**src/ptu_cfg.svh**
```systemverilog
// Register offsets, field layouts and reset values of the pulse timer unit
`ifndef PTU_CFG_SVH
`define PTU_CFG_SVH
// ***************************************************************
// Channel window: paddr[7:6] picks the channel, low bits the register
// ***************************************************************
`define PTU_CH_MSB       7
`define PTU_CH_LSB       6
`define PTU_OFF_CTRL     6'h00
`define PTU_OFF_IER      6'h04
`define PTU_OFF_SR       6'h08
`define PTU_OFF_CNT      6'h0c
`define PTU_OFF_GR_A     6'h10
`define PTU_OFF_GR_B     6'h14
`define PTU_OFF_GR_C     6'h18
`define PTU_OFF_GR_D     6'h1c
// ***************************************************************
// Field positions and reset values
// ***************************************************************
`define PTU_FLAG_OVF     4
`define PTU_FLAG_UNF     5
`define PTU_FLAGS_CH0    6'h1f
`define PTU_FLAGS_CH12   6'h33
`define PTU_CNT_RST      16'h0000
`define PTU_GR_RST       16'hffff
`define PTU_CNT_MAX      16'hffff
`define PTU_SRC_NONE     4'hf
`endif

```
**src/ptu_pkg.sv**
```systemverilog
// Types shared by the pulse timer unit
package ptu_pkg;
   typedef struct packed {
      logic       phase;
      logic       out_level;
      logic       clr_a;
      logic       run;
   } ptu_ctrl_s;
   typedef struct packed {
      logic       trig;
      logic       unf;
      logic       ovf;
      logic [3:0] match;
   } ptu_ier_s;
   typedef struct packed {
      logic       dir;
      logic       unf;
      logic       ovf;
      logic [3:0] match;
   } ptu_flags_s;
   typedef logic [15:0] ptu_word_t;
endpackage : ptu_pkg

```
**src/ptu_top.sv**
```systemverilog
// Three-channel 16-bit pulse timer unit with phase counting mode 4 and APB registers
`timescale 1ns/1ps
`include "ptu_cfg.svh"
module ptu_top (
   input  wire logic        pclk,
   input  wire logic        presetn,
   input  wire logic        psel,
   input  wire logic        penable,
   input  wire logic        pwrite,
   input  wire logic [7:0]  paddr,
   input  wire logic [31:0] pwdata,
   output logic      [31:0] prdata,
   output logic             pready,
   output logic             pslverr,
   input  wire logic        ext_clock_in_a,
   input  wire logic        ext_clock_in_b,
   input  wire logic        ext_clock_in_c,
   input  wire logic        ext_clock_in_d,
   output logic      [2:0]  timer_io_pin,
   output logic      [2:0]  adc_start_req,
   output logic      [7:0]  match_capture_irq,
   output logic      [2:0]  overflow_irq,
   output logic      [1:0]  underflow_irq,
   output logic      [3:0]  irq_source,
   output logic             irq
);
   // ***************************************************************
   // State
   // ***************************************************************
   ptu_pkg::ptu_ctrl_s  ctrl_reg  [3];
   ptu_pkg::ptu_ctrl_s  ctrl_next [3];
   ptu_pkg::ptu_ier_s   ier_reg   [3];
   ptu_pkg::ptu_ier_s   ier_next  [3];
   ptu_pkg::ptu_flags_s sr_reg    [3];
   ptu_pkg::ptu_flags_s sr_next   [3];
   logic [5:0]          arm_reg   [3];
   logic [5:0]          arm_next  [3];
   ptu_pkg::ptu_word_t  cnt_reg   [3];
   ptu_pkg::ptu_word_t  cnt_next  [3];
   ptu_pkg::ptu_word_t  gr_reg    [3][4];
   ptu_pkg::ptu_word_t  gr_next   [3][4];
   logic [3:0]          match_s   [3];
   logic [2:0]          up_s;
   logic [2:0]          dn_s;
   logic [2:0]          clr_s;
   logic [2:0]          cnt_wr_s;
   logic [2:0]          pin_reg;
   logic [2:0]          pin_next;
   logic [2:0]          adc_reg;
   logic [2:0]          adc_next;
   logic [31:0]         rdata_reg;
   logic [31:0]         rdata_next;
   logic [3:0]          sync1_reg;
   logic [3:0]          sync2_reg;
   logic [3:0]          sync3_reg;
   logic [3:0]          filt_reg;
   logic [3:0]          filt_next;
   logic [3:0]          filt_d_reg;
   logic                wr_acc;
   logic                rd_acc;
   logic [1:0]          acc_ch;
   logic [5:0]          acc_off;
   logic                bad_addr;

   assign acc_ch  = paddr[`PTU_CH_MSB:`PTU_CH_LSB];
   assign acc_off = paddr[5:0];
   // GR C/D exist only on channel 0
   assign bad_addr = (acc_ch == 2'h3) || (paddr[1:0] != 2'h0) || (acc_off > `PTU_OFF_GR_D) ||
                     ((acc_ch != 2'h0) && (acc_off >= `PTU_OFF_GR_C));
   assign wr_acc  = psel && penable && pwrite && !bad_addr;
   assign rd_acc  = psel && penable && !pwrite && !bad_addr;
   assign pready  = 1'b1;
   assign pslverr = psel && penable && bad_addr;
   assign prdata  = rdata_reg;

   // ***************************************************************
   // Encoder inputs: three stages, a change counts when stages 2 and 3 agree
   // ***************************************************************
   // Narrow glitches never reach the edge logic; this is why pulses must be
   // wider than a few states.
   always_comb
      filt_next = (~(sync2_reg ^ sync3_reg) & sync3_reg) | ((sync2_reg ^ sync3_reg) & filt_reg);

   // ***************************************************************
   // Counters, flags and register writes
   // ***************************************************************
   always_comb
   begin
      logic [5:0] valid;
      logic [5:0] set_m;
      logic [5:0] clr_m;
      logic       a_lvl;
      logic       b_edge;
      logic       b_now;
      valid = 6'h00;
      set_m = 6'h00;
      clr_m = 6'h00;
      a_lvl = 1'b0;
      b_edge = 1'b0;
      b_now = 1'b0;
      pin_next = pin_reg;
      adc_next = 3'h0;
      rdata_next = rdata_reg;
      for (int c = 0; c < 3; c++)
      begin
         ctrl_next[c] = ctrl_reg[c];
         ier_next[c]  = ier_reg[c];
         sr_next[c]   = sr_reg[c];
         arm_next[c]  = arm_reg[c];
         cnt_next[c]  = cnt_reg[c];
         for (int k = 0; k < 4; k++)
            gr_next[c][k] = gr_reg[c][k];
         valid = (c == 0) ? `PTU_FLAGS_CH0 : `PTU_FLAGS_CH12;
         // Count sources: internal every cycle, or mode 4 on channels 1 and 2
         up_s[c] = 1'b0;
         dn_s[c] = 1'b0;
         if (ctrl_reg[c].run)
         begin
            if (c != 0 && ctrl_reg[c].phase)
            begin
               a_lvl  = filt_reg[2*c-2];
               b_now  = filt_reg[2*c-1];
               b_edge = filt_reg[2*c-1] ^ filt_d_reg[2*c-1];
               up_s[c] = b_edge && (b_now == a_lvl);
               dn_s[c] = b_edge && (b_now != a_lvl);
            end
            else
               up_s[c] = 1'b1;
         end
         // Match only as the count leaves the equal value, once per input clock
         for (int k = 0; k < 4; k++)
            match_s[c][k] = (up_s[c] || dn_s[c]) && (cnt_reg[c] == gr_reg[c][k]) && valid[k];
         clr_s[c]    = ctrl_reg[c].clr_a && match_s[c][0];
         cnt_wr_s[c] = wr_acc && (acc_ch == 2'(c)) && (acc_off == `PTU_OFF_CNT);
         set_m = {6{1'b0}};
         set_m[3:0] = match_s[c];
         // Clearing and a counter write both hide a wrap
         set_m[`PTU_FLAG_OVF] = up_s[c] && (cnt_reg[c] == `PTU_CNT_MAX) && !clr_s[c] && !cnt_wr_s[c];
         set_m[`PTU_FLAG_UNF] = dn_s[c] && (cnt_reg[c] == `PTU_CNT_RST) && !clr_s[c] && !cnt_wr_s[c];
         set_m = set_m & valid;
         if (clr_s[c])
            cnt_next[c] = `PTU_CNT_RST;
         else if (cnt_wr_s[c])
            cnt_next[c] = pwdata[15:0];
         else if (up_s[c])
            cnt_next[c] = cnt_reg[c] + 16'h0001;
         else if (dn_s[c])
            cnt_next[c] = cnt_reg[c] - 16'h0001;
         if (up_s[c] || dn_s[c])
            sr_next[c].dir = up_s[c];
         if (match_s[c][0])
         begin
            pin_next[c] = ctrl_reg[c].out_level;
            adc_next[c] = ier_reg[c].trig;
         end
         // Flag clear: only bits read as one since the last status write
         clr_m = 6'h00;
         if (rd_acc && (acc_ch == 2'(c)) && (acc_off == `PTU_OFF_SR))
            arm_next[c] = rdata_reg[5:0];
         if (wr_acc && (acc_ch == 2'(c)))
         begin
            case (acc_off)
               `PTU_OFF_CTRL:
               begin
                  ctrl_next[c] = pwdata[3:0];
                  if (c == 0)
                     ctrl_next[c].phase = 1'b0;
               end
               `PTU_OFF_IER:
               begin
                  ier_next[c] = pwdata[6:0];
                  ier_next[c][5:0] = pwdata[5:0] & valid;
               end
               `PTU_OFF_SR:
               begin
                  clr_m = arm_reg[c] & ~pwdata[5:0];
                  arm_next[c] = 6'h00;
               end
               `PTU_OFF_GR_A: gr_next[c][0] = pwdata[15:0];
               `PTU_OFF_GR_B: gr_next[c][1] = pwdata[15:0];
               `PTU_OFF_GR_C: gr_next[c][2] = pwdata[15:0];
               `PTU_OFF_GR_D: gr_next[c][3] = pwdata[15:0];
               default: ;
            endcase
         end
         // A new event outweighs a clear in the same cycle
         sr_next[c][5:0] = (sr_reg[c][5:0] & ~clr_m) | set_m;
      end
      // Read data latched in the setup phase, so the access phase needs no wait
      if (psel && !penable && !pwrite)
      begin
         rdata_next = 32'h0000_0000;
         if (!bad_addr)
            case (acc_off)
               `PTU_OFF_CTRL: rdata_next = {28'h0, ctrl_reg[acc_ch]};
               `PTU_OFF_IER:  rdata_next = {25'h0, ier_reg[acc_ch]};
               `PTU_OFF_SR:   rdata_next = {25'h0, sr_reg[acc_ch]};
               `PTU_OFF_CNT:  rdata_next = {16'h0, cnt_reg[acc_ch]};
               `PTU_OFF_GR_A: rdata_next = {16'h0, gr_reg[acc_ch][0]};
               `PTU_OFF_GR_B: rdata_next = {16'h0, gr_reg[acc_ch][1]};
               `PTU_OFF_GR_C: rdata_next = {16'h0, gr_reg[acc_ch][2]};
               `PTU_OFF_GR_D: rdata_next = {16'h0, gr_reg[acc_ch][3]};
               default:       rdata_next = 32'h0000_0000;
            endcase
      end
   end

   always_ff @(posedge pclk or negedge presetn)
   begin
      if (!presetn)
      begin
         for (int c = 0; c < 3; c++)
         begin
            ctrl_reg[c] <= '0;
            ier_reg[c]  <= '0;
            sr_reg[c]   <= '0;
            arm_reg[c]  <= 6'h00;
            cnt_reg[c]  <= `PTU_CNT_RST;
            for (int k = 0; k < 4; k++)
               gr_reg[c][k] <= `PTU_GR_RST;
         end
         pin_reg    <= 3'h0;
         adc_reg    <= 3'h0;
         rdata_reg  <= 32'h0000_0000;
         sync1_reg  <= 4'h0;
         sync2_reg  <= 4'h0;
         sync3_reg  <= 4'h0;
         filt_reg   <= 4'h0;
         filt_d_reg <= 4'h0;
      end
      else
      begin
         ctrl_reg   <= ctrl_next;
         ier_reg    <= ier_next;
         sr_reg     <= sr_next;
         arm_reg    <= arm_next;
         cnt_reg    <= cnt_next;
         gr_reg     <= gr_next;
         pin_reg    <= pin_next;
         adc_reg    <= adc_next;
         rdata_reg  <= rdata_next;
         sync1_reg  <= {ext_clock_in_d, ext_clock_in_c, ext_clock_in_b, ext_clock_in_a};
         sync2_reg  <= sync1_reg;
         sync3_reg  <= sync2_reg;
         filt_reg   <= filt_next;
         filt_d_reg <= filt_reg;
      end
   end

   // ***************************************************************
   // Interrupt requests, priority and converter trigger
   // ***************************************************************
   logic [12:0] req_vec;
   always_comb
   begin
      for (int c = 0; c < 3; c++)
         overflow_irq[c] = sr_reg[c].ovf && ier_reg[c].ovf;
      match_capture_irq[3:0] = sr_reg[0].match & ier_reg[0].match;
      match_capture_irq[5:4] = sr_reg[1].match[1:0] & ier_reg[1].match[1:0];
      match_capture_irq[7:6] = sr_reg[2].match[1:0] & ier_reg[2].match[1:0];
      underflow_irq[0] = sr_reg[1].unf && ier_reg[1].unf;
      underflow_irq[1] = sr_reg[2].unf && ier_reg[2].unf;
      req_vec = {underflow_irq[1], overflow_irq[2], match_capture_irq[7:6],
                 underflow_irq[0], overflow_irq[1], match_capture_irq[5:4],
                 overflow_irq[0], match_capture_irq[3:0]};
      // Lowest index wins: channel 0 register A first
      irq_source = `PTU_SRC_NONE;
      for (int i = 12; i >= 0; i--)
         if (req_vec[i])
            irq_source = 4'(i);
      irq = |req_vec;
   end
   assign timer_io_pin  = pin_reg;
   assign adc_start_req = adc_reg;
endmodule : ptu_top
```
**config.mk**
```make
export PLATFORM = sky130hd
export DESIGN_NAME = ptu_top
export DESIGN_NICKNAME = d
export VERILOG_FILES = /design/src/ptu_pkg.sv /design/src/ptu_top.sv
export VERILOG_INCLUDE_DIRS = /design/src /design/src/src
export SDC_FILE = /design/constraint.sdc
export NUM_CORES = 1
export LEC_CHECK = 0
export BUFFER_PORTS_ARGS = -buffer_cell sky130_fd_sc_hd__buf_2
export CORE_MARGIN = 1.5
export CORE_UTILIZATION = 25
export CTS_CLUSTER_SIZE = 40
export DETAILED_ROUTE_END_ITERATION = 8
export GPL_TIMING_DRIVEN = 0
export PLACE_DENSITY = 0.49
export SYNTH_ARGS = -nofsm -noshare
export SYNTH_HDL_FRONTEND = slang
export SYNTH_SLANG_ARGS = --single-unit
```
**constraint.sdc**
```tcl
create_clock -name pclk -period 10.5 [get_ports pclk]
set_input_delay 0.525 -clock pclk [delete_from_list [all_inputs] [get_ports pclk]]
set_output_delay 0.525 -clock pclk [all_outputs]
set_load 0.01 [all_outputs]
```
==> impl_metrics.tcl <==
set metrics [dict create \
    power.density_cell_area_nw_per_um2 157 \
    intPower_mw 2.46 \
    postSynth.asyncResetShare 1.00 \
    clock_tree.htree_level_count 2 \
    share_of_the_synthesized_area_in_the_top_cell_type 0.261 \
    yosysWarningCount 0 \
    synthesis.area_um2 19300 \
    finalSetupViolations 0 \
    crit_path_end_kind "flip-flop" \
    via_density_per_instance 4.95 \
    sequentialPowerShare 0.398 \
    dp_hpwl_mm 57.9 \
    clock_tree.buffer_depth 3 \
    io_buffers 69 \
    hold_viol_final 0 \
    global_route.overflow_total 0 \
    num_vias 15482 \
    final_area_um2 22600 \
    netlist_top_cells_count "sky130_fd_sc_hd__dfstp_2, sky130_fd_sc_hd__nor2_1, sky130_fd_sc_hd__dfrtp_1, sky130_fd_sc_hd__mux2_2, sky130_fd_sc_hd__clkbuf_1" \
    ys_seq_area_frac 0.460 \
    dr.pass1.iters 5 \
    cts-buffers-inserted 43 \
    static-leakage-power_nw 9.53 \
    grt.total_usage 0.194 \
    number_of_enable_flip_flop_cells_after_synthesis 0 \
    synthMostInstantiatedCell "sky130_fd_sc_hd__dfstp_2" \
    core_region_area_um2 76300 \
    floorplan.initialDensity 0.254 \
    worst_setup_skew_after_layout_ps 15.7 \
    layout_worst_path_cycle_share 0.407 \
    final-seq-area_um2 8900 \
    yosysTopAreaCell "sky130_fd_sc_hd__dfstp_2" \
    largest_register_ffs 192 \
    cts_post_setup_buffers_inserted 0 \
    avgSynthCellArea_um2 10.0 \
    num_rows 101 \
    route.detailed.drc 0 \
    switchingPower_mw 1.08 \
    global_route_wire_length_before_repair_mm 111 \
    timing.max_cap.violations 0 \
    reg2reg_slack_ps 6220 \
    cts.sinks 346 \
    floorplan.die.width_um 281 \
    leading_cell_types_by_total_area_after_synthesis "sky130_fd_sc_hd__dfstp_2, sky130_fd_sc_hd__dfrtp_1, sky130_fd_sc_hd__mux2_2, sky130_fd_sc_hd__mux2i_1, sky130_fd_sc_hd__xor2_1" \
    grt_pass1_vias 15571 \
    fillerInstances 8033 \
    peakVddDrop_mv 0.0898 \
    gp_congestion 0.972 \
    combinationalPowerShare 0.180 \
    grt_start_max_net_pins 107 \
    min_delay_worst_endpoint "sync1_reg[3]$_DFF_PN0_" \
    reg2reg_depth 12 \
    cts_tree "yes" \
    cp.required_ps 11000 \
    clock_power_share 0.421 \
    yosys_register_bits 346 \
    antenna_left 0 \
    cts.clk_slew.worst_paths_ps 60 \
    layout.nets 2144 \
    fp.dieArea_um2 79100 \
    report.final.slew_viol_count 0 \
    max_slew.worst_pin.slew_ps 1200 \
    cp.arrival_ps 4770 \
    hold_path.class "in -> reg" \
    die-height_um 281 \
    multiInputGateArea_um2 9390 \
    post_synth_num_cell_types 74 \
    syn2layout_area_growth_pct 16.7 \
    hold_slack_ps 47.7 \
    layout-drive-gt1-share 0.279 \
    number_of_drc_violations_after_detailed_routing_iteration_0 1333 \
    p_sw_frac 0.306 \
    max_clock_freq_ghz 0.234 \
    grt_antenna_before_repair 6 \
    syn-instance-count 1926 \
    worst_r2r_endpoint "cnt_reg[30]$_DFFE_PN0P_" \
    post_drt_wl_per_cell_um 24.4 \
    grt_setup_unrepaired "no" \
    timing.hold.worst.start "ext_clock_in_d" \
    outcome "finished, final reports clean" \
    clk_root_buffer_cell "sky130_fd_sc_hd__clkbuf_16" \
    min_delay_path_depth 1 \
    post_dp_cell_area_um2 21200 \
    maxSlewHeadroom 0.195 \
    time_the_final_worst_path_needs_with_i_o_delays_and_setup_ps 4280 \
    postRouteWirelength_mm 76.4 \
    critPathMaxFanout 18 \
    final.setup.tns_ps 0 \
    timing.setup.critical_path_class "reg -> reg" \
    yosys_most_used_dff "sky130_fd_sc_hd__dfstp_2" \
    floorplan.io_pins 107 \
    critical_path.startpoint_type "flip-flop" \
    insertion_delay_ps 580 \
]
## power groups by stage
stage                     Combinational (mW)  Clock (mW)  Sequential, mW
after floorplan                        0.394           0            1.42
after CTS                              0.625        1.52            1.41
after detailed placement               0.622           0            1.43
after global routing                   0.683        1.57            1.41
after global placement                 0.611           0            1.43
final                                  0.638        1.49            1.41
## placed cells by master (no fill, tap or decap), types with 44 or more instances in the layout
cell and count:
sky130_fd_sc_hd__dfstp_2 192, sky130_fd_sc_hd__clkbuf_1 153, sky130_fd_sc_hd__nand2_1 127, sky130_fd_sc_hd__xor2_1 103, sky130_fd_sc_hd__mux2i_1 113, sky130_fd_sc_hd__a21oi_1 129
sky130_fd_sc_hd__o21ai_0 80, sky130_fd_sc_hd__buf_2 95, sky130_fd_sc_hd__clkbuf_16 45, sky130_fd_sc_hd__xnor2_1 59, sky130_fd_sc_hd__o22ai_1 44, sky130_fd_sc_hd__mux2_2 154
sky130_fd_sc_hd__dfrtp_1 154, sky130_fd_sc_hd__nor2_1 165
## final cells by class
type                            count  area share
Multi-Input combinational cell   1340       0.416
Sequential cell                   346       0.394
Tap cell                         1030      0.0571
Clock buffer                       62      0.0563
Buffer                            221      0.0447
Timing Repair Buffer               74      0.0205
Clock inverter                     17     0.00571
Inverter                           34     0.00565
Antenna cell                        1    0.000111
## logic make-up (layout without fill, tap and decap cells)
kind of cell,count (synthesis),count (layout),share of synthesized area
AOI/OAI and AO/OA,353,353,0.109
other,2,18,0.000388
adders and majority gates,39,39,0.0255
xor gates and xnor gates,165,165,0.0758
and+or+nand+nor,499,499,0.123
buffers and inverters,255,408,0.0587
muxes,267,267,0.148
DFF,346,346,0.460
## worst max-delay path by stage
stage / slack, ps / depth (start not counted) / to
final: 6220 / 12 / cnt_reg[30]$_DFFE_PN0P_
after global routing: 5940 / 12 / cnt_reg[30]$_DFFE_PN0P_
after CTS: 6220 / 12 / cnt_reg[30]$_DFFE_PN0P_
after detailed placement: 6240 / 12 / cnt_reg[30]$_DFFE_PN0P_
after global placement: 1990 / 1 / cnt_reg[41]$_DFFE_PN0P_
after floorplan: 6460 / 10 / cnt_reg[15]$_DFFE_PN0P_
## per-stage QoR
stage	std cells	setup slack [ps]	power (mW)	utilization
floorplan	1941	6460	1.82	-
global placement	3040	1990	2.04	0.276
detailed placement	3044	6240	2.05	0.277
CTS	3124	6220	3.55	0.296
global route	3125	5940	3.67	0.296
finish	3125	6220	3.54	0.296
## worst max-delay path: stages (launching register included)
cell                       delay, ps
sky130_fd_sc_hd__dfrtp_1         410
sky130_fd_sc_hd__nand2b_1        190
sky130_fd_sc_hd__mux2_2          270
sky130_fd_sc_hd__a21oi_1         470
sky130_fd_sc_hd__inv_1           490
sky130_fd_sc_hd__ha_1            460
sky130_fd_sc_hd__a21o_1          180
sky130_fd_sc_hd__a21o_1          200
sky130_fd_sc_hd__o311ai_0        570
sky130_fd_sc_hd__o221ai_1        290
sky130_fd_sc_hd__xnor2_1         180
sky130_fd_sc_hd__or4_1           400
sky130_fd_sc_hd__o211ai_1         90
## timing repair
action / CTS / global route
hold buffers: 1 / 0
endpoints found under the hold margin: 27 / 0
gates resized for setup: 0 / 0
## per-layer routing
layer	GRT usage	up-vias	part of all wire
li1	-	6947	-
met1	0.270	7808	0.45
met2	0.300	604	0.45
met3	0.0377	117	0.068
met4	0.0588	6	0.030
met5	0	-	0.00042
(Power assumes the default switching activity.)
